**config.mk**
```make
export PLATFORM = sky130hd
export DESIGN_NAME = port_pin_control
export DESIGN_NICKNAME = d
export VERILOG_FILES = /design/src/logic/port_ctl_pkg.sv /design/src/logic/pin_sync2.sv /design/src/logic/port_pin_control.sv
export SDC_FILE = /design/constraint.sdc
export NUM_CORES = 1
export LEC_CHECK = 0
export ABC_CLOCK_PERIOD_IN_PS = 1500
export BUFFER_PORTS_ARGS = -buffer_cell sky130_fd_sc_hd__clkbuf_2
export CORE_MARGIN = 5
export CORE_UTILIZATION = 50
export CTS_BUF_LIST = sky130_fd_sc_hd__clkbuf_8
export DETAILED_ROUTE_END_ITERATION = 12
export HOLD_SLACK_MARGIN = 0.1
export PLACE_DENSITY = 0.77
export REMOVE_ABC_BUFFERS = 1
export SLEW_MARGIN = 15
export SYNTH_ARGS = -nofsm -noshare
export SYNTH_HDL_FRONTEND = slang
export SYNTH_SLANG_ARGS = --single-unit
```
**constraint.sdc**
```tcl
create_clock -name ref_clk_i -period 1.5 [get_ports ref_clk_i]
set_clock_uncertainty 0.15 [all_clocks]
set_input_delay 0.3 -clock ref_clk_i [delete_from_list [all_inputs] [get_ports ref_clk_i]]
set_output_delay 0.3 -clock ref_clk_i [all_outputs]
set_load 0.02 [all_outputs]
```
**src/logic/port_ctl_pkg.sv**
```systemverilog
// constants for the port analog, slew and pin override control block
package port_ctl_pkg;
  // register addresses on the plain register port
  localparam logic [3:0] ADDR_PIN_LEVELS = 4'h0;
  localparam logic [3:0] ADDR_OUT_LATCH = 4'h1;
  localparam logic [3:0] ADDR_DIRECTION = 4'h2;
  localparam logic [3:0] ADDR_ANALOG_LOW = 4'h3;
  localparam logic [3:0] ADDR_ANALOG_HIGH = 4'h4;
  localparam logic [3:0] ADDR_SLEW = 4'h5;
  localparam logic [3:0] ADDR_PERIPH_CTL = 4'h6;
  // implemented-bit masks
  localparam logic [7:0] ANALOG_LOW_MASK = 8'hF8;
  localparam logic [7:0] ANALOG_HIGH_MASK = 8'h0F;
  localparam logic [7:0] SLEW_MASK = 8'h07;
  localparam logic [7:0] PERIPH_MASK = 8'h07;
  // values after reset
  localparam logic [7:0] ANALOG_LOW_RESET = 8'hF8;
  localparam logic [7:0] ANALOG_HIGH_RESET = 8'h0F;
  localparam logic [7:0] SLEW_RESET = 8'h07;
  localparam logic [7:0] DIRECTION_RESET = 8'hFF;
  localparam logic [7:0] LATCH_RESET = 8'h00;
  localparam logic [7:0] PERIPH_RESET = 8'h00;
  // field positions
  localparam int SLEW_PORT_A_BIT = 0;
  localparam int SLEW_PORT_B_BIT = 1;
  localparam int SLEW_PORT_C_BIT = 2;
  localparam int ANALOG_LOW_PIN_FOUR_BIT = 3;
  localparam int PERIPH_COMPARE_EN_BIT = 0;
  localparam int PERIPH_SERIAL_OUT_EN_BIT = 1;
  localparam int PERIPH_PWM_A_EN_BIT = 2;
endpackage

```
**src/logic/pin_sync2.sv**
```systemverilog
// two-flop synchroniser for a bus of pin levels
`timescale 1ns/1ps
`default_nettype none
module pin_sync2 #(
  parameter int WIDTH = 8
) (
  // clock and reset
  input wire logic ref_clk_i,
  input wire logic rstn_i,
  // levels
  input wire logic [WIDTH-1:0] async_i,
  output logic [WIDTH-1:0] sync_o
);
  logic [WIDTH-1:0] stage1;

  // first stage is read only by the second stage
  always_ff @(posedge ref_clk_i) begin
    if (!rstn_i) begin
      stage1 <= '0;
      sync_o <= '0;
    end else begin
      stage1 <= async_i;
      sync_o <= stage1;
    end
  end
endmodule
`default_nettype wire

```
**src/logic/port_pin_control.sv**
```systemverilog
// port c pin control with analog select, slew rate and output overrides
//
// The address map and the plain strobed port were chosen for this implementation.
`timescale 1ns/1ps
`default_nettype none
module port_pin_control (
  // clock and reset
  input wire logic ref_clk_i,
  input wire logic rstn_i,
  // register port
  input wire logic [3:0] reg_addr_i,
  input wire logic [7:0] reg_wdata_i,
  input wire logic reg_wr_i,
  input wire logic reg_rd_i,
  output logic [7:0] reg_rdata_o,
  // port c pins
  input wire logic [7:0] port_c_pad_i,
  output logic [7:0] port_c_pad_o,
  output logic [7:0] port_c_pad_oe_o,
  output logic port_c_slow_edges_o,
  // port a pin four, port a and port b slew, port b analog
  input wire logic port_a_pin_four_pad_i,
  output logic port_a_pin_four_in_o,
  output logic port_a_slow_edges_o,
  output logic port_a_pin_four_slow_o,
  output logic port_b_slow_edges_o,
  output logic [1:0] port_b_analog_o,
  // peripheral hookups
  input wire logic clock_output_function_i,
  input wire logic timer_osc_en_i,
  input wire logic compare_pwm_out_i,
  input wire logic pwm_channel_a_i,
  input wire logic pwm_shutdown_i,
  input wire logic serial_data_out_i,
  output logic capture_input_o,
  output logic slave_select_o,
  output logic secondary_timers_count_input_o,
  output logic analog_channel_eight_o,
  output logic analog_channel_nine_o
);
  logic [7:0] port_c_output_latch;
  logic [7:0] port_c_direction;
  logic [7:0] analog_select_low;
  logic [7:0] analog_select_high;
  logic [7:0] slew_rate_control;
  logic [7:0] periph_ctl;
  logic [7:0] pad_sync;
  logic [7:0] next_pad_o;
  logic [7:0] next_pad_oe;
  logic [7:0] port_c_analog;
  logic [7:0] port_c_pin_levels;
  logic [7:0] next_rdata;
  logic pin_four_sync;

  // pads come from outside the clock domain
  pin_sync2 #(.WIDTH(8)) u_sync_c (
    .ref_clk_i(ref_clk_i),
    .rstn_i(rstn_i),
    .async_i(port_c_pad_i),
    .sync_o(pad_sync)
  );

  // pin four is asynchronous too; one flop alone could go metastable
  pin_sync2 #(.WIDTH(1)) u_sync_pin_four (
    .ref_clk_i(ref_clk_i),
    .rstn_i(rstn_i),
    .async_i(port_a_pin_four_pad_i),
    .sync_o(pin_four_sync)
  );

  // per-pin analog select mapping of port c
  always_comb begin
    port_c_analog = 8'h00;
    port_c_analog[3:0] = analog_select_low[7:4];
    port_c_analog[7:6] = analog_select_high[1:0];
  end

  // digital input path, gated by analog select and oscillator
  always_comb begin
    port_c_pin_levels = pad_sync & ~port_c_analog;
    if (timer_osc_en_i) begin
      port_c_pin_levels[7:6] = 2'b00;
    end
  end

  // register writes take effect on the write edge
  always_ff @(posedge ref_clk_i) begin
    if (!rstn_i) begin
      port_c_output_latch <= port_ctl_pkg::LATCH_RESET;
      port_c_direction <= port_ctl_pkg::DIRECTION_RESET;
    end else if (reg_wr_i) begin
      // both the pin and latch address write the latch, never pin levels
      if (reg_addr_i == port_ctl_pkg::ADDR_PIN_LEVELS ||
          reg_addr_i == port_ctl_pkg::ADDR_OUT_LATCH) begin
        port_c_output_latch <= reg_wdata_i;
      end
      if (reg_addr_i == port_ctl_pkg::ADDR_DIRECTION) begin
        port_c_direction <= reg_wdata_i;
      end
    end
  end

  // analog select, slew and peripheral control registers, spare bits held at zero
  always_ff @(posedge ref_clk_i) begin
    if (!rstn_i) begin
      analog_select_low <= port_ctl_pkg::ANALOG_LOW_RESET;
      analog_select_high <= port_ctl_pkg::ANALOG_HIGH_RESET;
      slew_rate_control <= port_ctl_pkg::SLEW_RESET;
      periph_ctl <= port_ctl_pkg::PERIPH_RESET;
    end else if (reg_wr_i) begin
      case (reg_addr_i)
        port_ctl_pkg::ADDR_ANALOG_LOW: begin
          analog_select_low <= reg_wdata_i & port_ctl_pkg::ANALOG_LOW_MASK;
        end
        port_ctl_pkg::ADDR_ANALOG_HIGH: begin
          analog_select_high <= reg_wdata_i & port_ctl_pkg::ANALOG_HIGH_MASK;
        end
        port_ctl_pkg::ADDR_SLEW: begin
          slew_rate_control <= reg_wdata_i & port_ctl_pkg::SLEW_MASK;
        end
        port_ctl_pkg::ADDR_PERIPH_CTL: begin
          periph_ctl <= reg_wdata_i & port_ctl_pkg::PERIPH_MASK;
        end
        default: begin
        end
      endcase
    end
  end

  // read mux; the pin address shows gated levels, unmapped reads zero
  always_comb begin
    case (reg_addr_i)
      port_ctl_pkg::ADDR_PIN_LEVELS: next_rdata = port_c_pin_levels;
      port_ctl_pkg::ADDR_OUT_LATCH: next_rdata = port_c_output_latch;
      port_ctl_pkg::ADDR_DIRECTION: next_rdata = port_c_direction;
      port_ctl_pkg::ADDR_ANALOG_LOW: next_rdata = analog_select_low;
      port_ctl_pkg::ADDR_ANALOG_HIGH: next_rdata = analog_select_high;
      port_ctl_pkg::ADDR_SLEW: next_rdata = slew_rate_control;
      port_ctl_pkg::ADDR_PERIPH_CTL: next_rdata = periph_ctl;
      default: next_rdata = 8'h00;
    endcase
  end

  // read data stands only in the cycle after the strobe
  always_ff @(posedge ref_clk_i) begin
    if (!rstn_i) begin
      reg_rdata_o <= 8'h00;
    end else if (reg_rd_i) begin
      reg_rdata_o <= next_rdata;
    end else begin
      reg_rdata_o <= 8'h00;
    end
  end

  // output drive and overrides; analog select deliberately not used here
  always_comb begin
    next_pad_o = port_c_output_latch;
    next_pad_oe = ~port_c_direction;
    if (!port_c_direction[5]) begin
      if (periph_ctl[port_ctl_pkg::PERIPH_PWM_A_EN_BIT]) begin
        next_pad_o[5] = pwm_channel_a_i;
        // shutdown floats the pin instead of driving a stale level
        if (pwm_shutdown_i) begin
          next_pad_oe[5] = 1'b0;
        end
      end else if (periph_ctl[port_ctl_pkg::PERIPH_COMPARE_EN_BIT]) begin
        next_pad_o[5] = compare_pwm_out_i;
      end
    end
    if (!port_c_direction[7] &&
        periph_ctl[port_ctl_pkg::PERIPH_SERIAL_OUT_EN_BIT]) begin
      next_pad_o[7] = serial_data_out_i;
    end
    // oscillator owns both pins, direction bits ignored
    if (timer_osc_en_i) begin
      next_pad_oe[7:6] = 2'b00;
      next_pad_o[7:6] = 2'b00;
    end
  end

  // registered pin drive
  always_ff @(posedge ref_clk_i) begin
    if (!rstn_i) begin
      port_c_pad_o <= 8'h00;
      port_c_pad_oe_o <= 8'h00;
    end else begin
      port_c_pad_o <= next_pad_o;
      port_c_pad_oe_o <= next_pad_oe;
    end
  end

  // slew selects and peripheral inputs, registered
  always_ff @(posedge ref_clk_i) begin
    if (!rstn_i) begin
      port_a_slow_edges_o <= 1'b1;
      port_b_slow_edges_o <= 1'b1;
      port_c_slow_edges_o <= 1'b1;
      port_a_pin_four_slow_o <= 1'b1;
      port_a_pin_four_in_o <= 1'b0;
      port_b_analog_o <= 2'b11;
      capture_input_o <= 1'b0;
      slave_select_o <= 1'b0;
      secondary_timers_count_input_o <= 1'b0;
      analog_channel_eight_o <= 1'b0;
      analog_channel_nine_o <= 1'b0;
    end else begin
      port_a_slow_edges_o <=
        slew_rate_control[port_ctl_pkg::SLEW_PORT_A_BIT];
      port_b_slow_edges_o <=
        slew_rate_control[port_ctl_pkg::SLEW_PORT_B_BIT];
      port_c_slow_edges_o <=
        slew_rate_control[port_ctl_pkg::SLEW_PORT_C_BIT];
      // clock output needs crisp edges whatever the port setting
      port_a_pin_four_slow_o <= !clock_output_function_i &&
        slew_rate_control[port_ctl_pkg::SLEW_PORT_A_BIT];
      port_a_pin_four_in_o <= pin_four_sync &&
        !analog_select_low[port_ctl_pkg::ANALOG_LOW_PIN_FOUR_BIT];
      port_b_analog_o <= analog_select_high[3:2];
      capture_input_o <= port_c_direction[5] && port_c_pin_levels[5];
      slave_select_o <= port_c_direction[6] && port_c_pin_levels[6];
      secondary_timers_count_input_o <=
        port_c_direction[6] && port_c_pin_levels[6];
      analog_channel_eight_o <= port_c_direction[6] &&
        port_c_analog[6] && !timer_osc_en_i;
      analog_channel_nine_o <= port_c_direction[7] &&
        port_c_analog[7] && !timer_osc_en_i;
    end
  end
endmodule
`default_nettype wire

```
==> impl_metrics.yaml <==
timing:
  clock.fmax_mhz: 750
  rsz0062_at_grt: "false"
  setup_ws_ns: 0.166
  min_period_ns: 1.33
  finalHoldViolCount: 0
  worst_pin_slew_ns: 0.345
  final.period_utilization_pct: 88.9
  fin_hold_ws_ns: 0.128
  setup_viol: 0
  maxSlewHeadroom_pct: 76.9
  timing.final.max_slew_violations: 0
place:
  placed_cells: 472
  hpwl_um: 5560
  routabilityCongestion: 0.867
  preCtsSetupSlack_ns: -0.158
  io_buffers: 66
final_layout:
  seqCellArea_mm2: 0.00168
  drive_above_1_share_pct: 30.3
  final_util_pct: 67.9
  nets: 459
  antenna_cells: 0
  stdcell_count: 508
  final_cell_mix: "dfxtp_1, clkbuf_2, nand3_1"
  final_common_cell: "dfxtp_1"
  multiInputGateArea_mm2: 0.00129
  fill_cells: 481
  area_growth_pct: 30.4
drt:
  wire_per_inst_um: 14.8
  dr.pass1.iters: 4
  post-route-drc-count: 0
  ant_nets: 0
  drtIter0Drc: 189
  wl_um: 7540
  vias: 2694
  viasPerCell: 5.30
worst_setup_path:
  crit_type: "reg -> out"
  worstPathCellList: "clkbuf_2"
  arrival_ns: 0.88
  max_stage_delay_ns: 0.35
  critical-path-top-delay-family: "flip-flops"
  required_ns: 1.05
  crit_slowest_cell: "dfxtp_1"
  endpoint_kind: "primary output"
  startpoint_type: "register"
  path_buf_inv: 1
  critical_path.max_fanout: 1
global_route:
  grt_pass1_wl_um: 12400
  track_usage_pct: 20.7
  top_usage_layer: "met2"
  grt_pass1_vias: 2586
  use_met1_pct: 25.2
  grt_overflow: 0
  antenna_found_initial: 0
  grtUsageMet2_pct: 34.8
  use_met3_pct: 6.08
  grt_max_degree: 23
clock_tree:
  post_cts_buffers: 0
  cts.clk_slew.worst_paths_ns: 0.08
  cts.sinks: 84
  cts_buffers: 9
  root_buffer: "clkbuf_8"
  insertion_delay_ns: 0.36
  cts_resized: 0
  cts.path.max_buffers: 2
  cts_tree: "done"
  htreeDepth: 3
yosys:
  netlist_area_mm2: 0.00314
  synth-async-reset-ratio_pct: 0
  ys_ff_latch: 84
  synth.avg_cell_area_um2: 9.80
  synth_seq_area_share_pct: 53.6
  synth-main-ff-cell: "dfxtp_1"
  synth_cell_types: 37
  yosysWarnings: 0
  syn_inst: 320
  synth-edff-count: 0
job:
  max_cap_violations: 0
floorplanning:
  ioPinCount: 67
  start_util_pct: 52.1
  rows: 28
  fp.dieArea_mm2: 0.00796
  die_w_um: 89.2
  die_h_um: 89.2
  core_mm2: 0.00603
power:
  powerDensity_mw_per_mm2: 1060
  peakVddDrop_mv: 0.749
  leakage_nw: 1.71
  p_total_mw: 4.33
hold_path:
  hold_class: "in -> reg"
status:
  outcome: "finished clean"
-- metal layers --
metal	up-vias	share of wire, %
met3	14	7.3
met2	97	48
met5	-	0
met4	0	1.5
met1	1252	43
li1	1331	-
-- path summary, 6_finish.rpt --
path | start | to | slack (ns) | cells after the start
worst max-delay path | reg_rdata_o[1] | reg_rdata_o[1] | 0.17 | 1
worst min-delay path | timer_osc_en_i | port_c_pad_oe_o[7] | 0.13 | 3
worst max register to register | port_c_direction[6] | reg_rdata_o[6] | 0.29 | 3
worst min register to register | u_sync_pin_four.sync_o | port_a_pin_four_in_o | 0.27 | 2
-- synth_stat cells, types with 2 or more instances --
cell type | number | area share [%]
buf_6 | 6 | 2.2
o21ai_1 | 5 | 0.80
nor2_1 | 19 | 2.3
o21ai_0 | 20 | 3.2
nor3b_2 | 2 | 0.80
nor2b_1 | 4 | 0.80
and3_1 | 4 | 0.80
nand3b_1 | 4 | 0.96
a21oi_1 | 19 | 3.0
inv_1 | 3 | 0.36
clkbuf_1 | 7 | 0.84
buf_2 | 6 | 0.96
a32oi_1 | 5 | 1.4
and2_1 | 25 | 5.0
buf_4 | 3 | 0.72
nor4_1 | 4 | 0.80
mux2_2 | 10 | 3.6
a2bb2oi_1 | 2 | 0.56
nand3_1 | 39 | 6.2
nor4b_4 | 2 | 1.5
a31oi_1 | 3 | 0.60
dfxtp_1 | 84 | 54
mux2i_1 | 3 | 0.96
and3b_1 | 3 | 0.84
nand2b_1 | 7 | 1.4
nand2_1 | 20 | 2.4
-- worst register-to-register path, stage by stage, from the launching register on --
cell and delay (ns):
dfxtp_1 0.35, mux2_1 0.30, a222oi_1 0.24, nor2_1 0.06
-- per-stage QoR --
step                instance area (µm²)  setup TNS [ns]
floorplan                          2990               0
global placement                   3690           -2.77
detailed placement                 3690           -3.29
CTS                                4090               0
global route                       4090               0
finish                             4090               0
-- cells by family after synthesis --
kind of cell           share of synthesized area, %
muxes                                          4.91
DFF                                            53.6
buffers and inverters                          5.15
AOI/OAI and AO/OA                              10.5
and+or+nand+nor                                25.9
-- sequential cells by signal, indices dropped and copies added, names as in the netlist, 2 cells and up --
register	count
periph_ctl	3
port_b_analog_o	2
analog_select_low	5
port_c_direction	8
port_c_output_latch	8
u_sync_c.sync_o	8
u_sync_c.stage1	8
analog_select_high	4
reg_rdata_o	8
slew_rate_control	3
port_c_pad_oe_o	8
port_c_pad_o	8
-- where the power goes --
group | internal (mW) | switching [mW]
Combinational | 0.197 | 0.207
Sequential | 2.28 | 0.0240
Clock | 0.848 | 0.771
Total | 3.33 | 1.00
-- repair_timing --
item,in CTS,in global routing
hold endpoints to repair,33,0
setup endpoints to repair,0,0
hold buffers,20,0
-- cell type report --
type | instances | area share [%]
Clock inverter | 5 | 1.25
Inverter | 4 | 0.367
Timing Repair Buffer | 119 | 19.6
Clock buffer | 11 | 3.70
Sequential cell | 84 | 41.1
Multi-Input combinational cell | 210 | 31.6
Tap cell | 75 | 2.29
No activity file was read; power rests on OpenSTA's default activity.
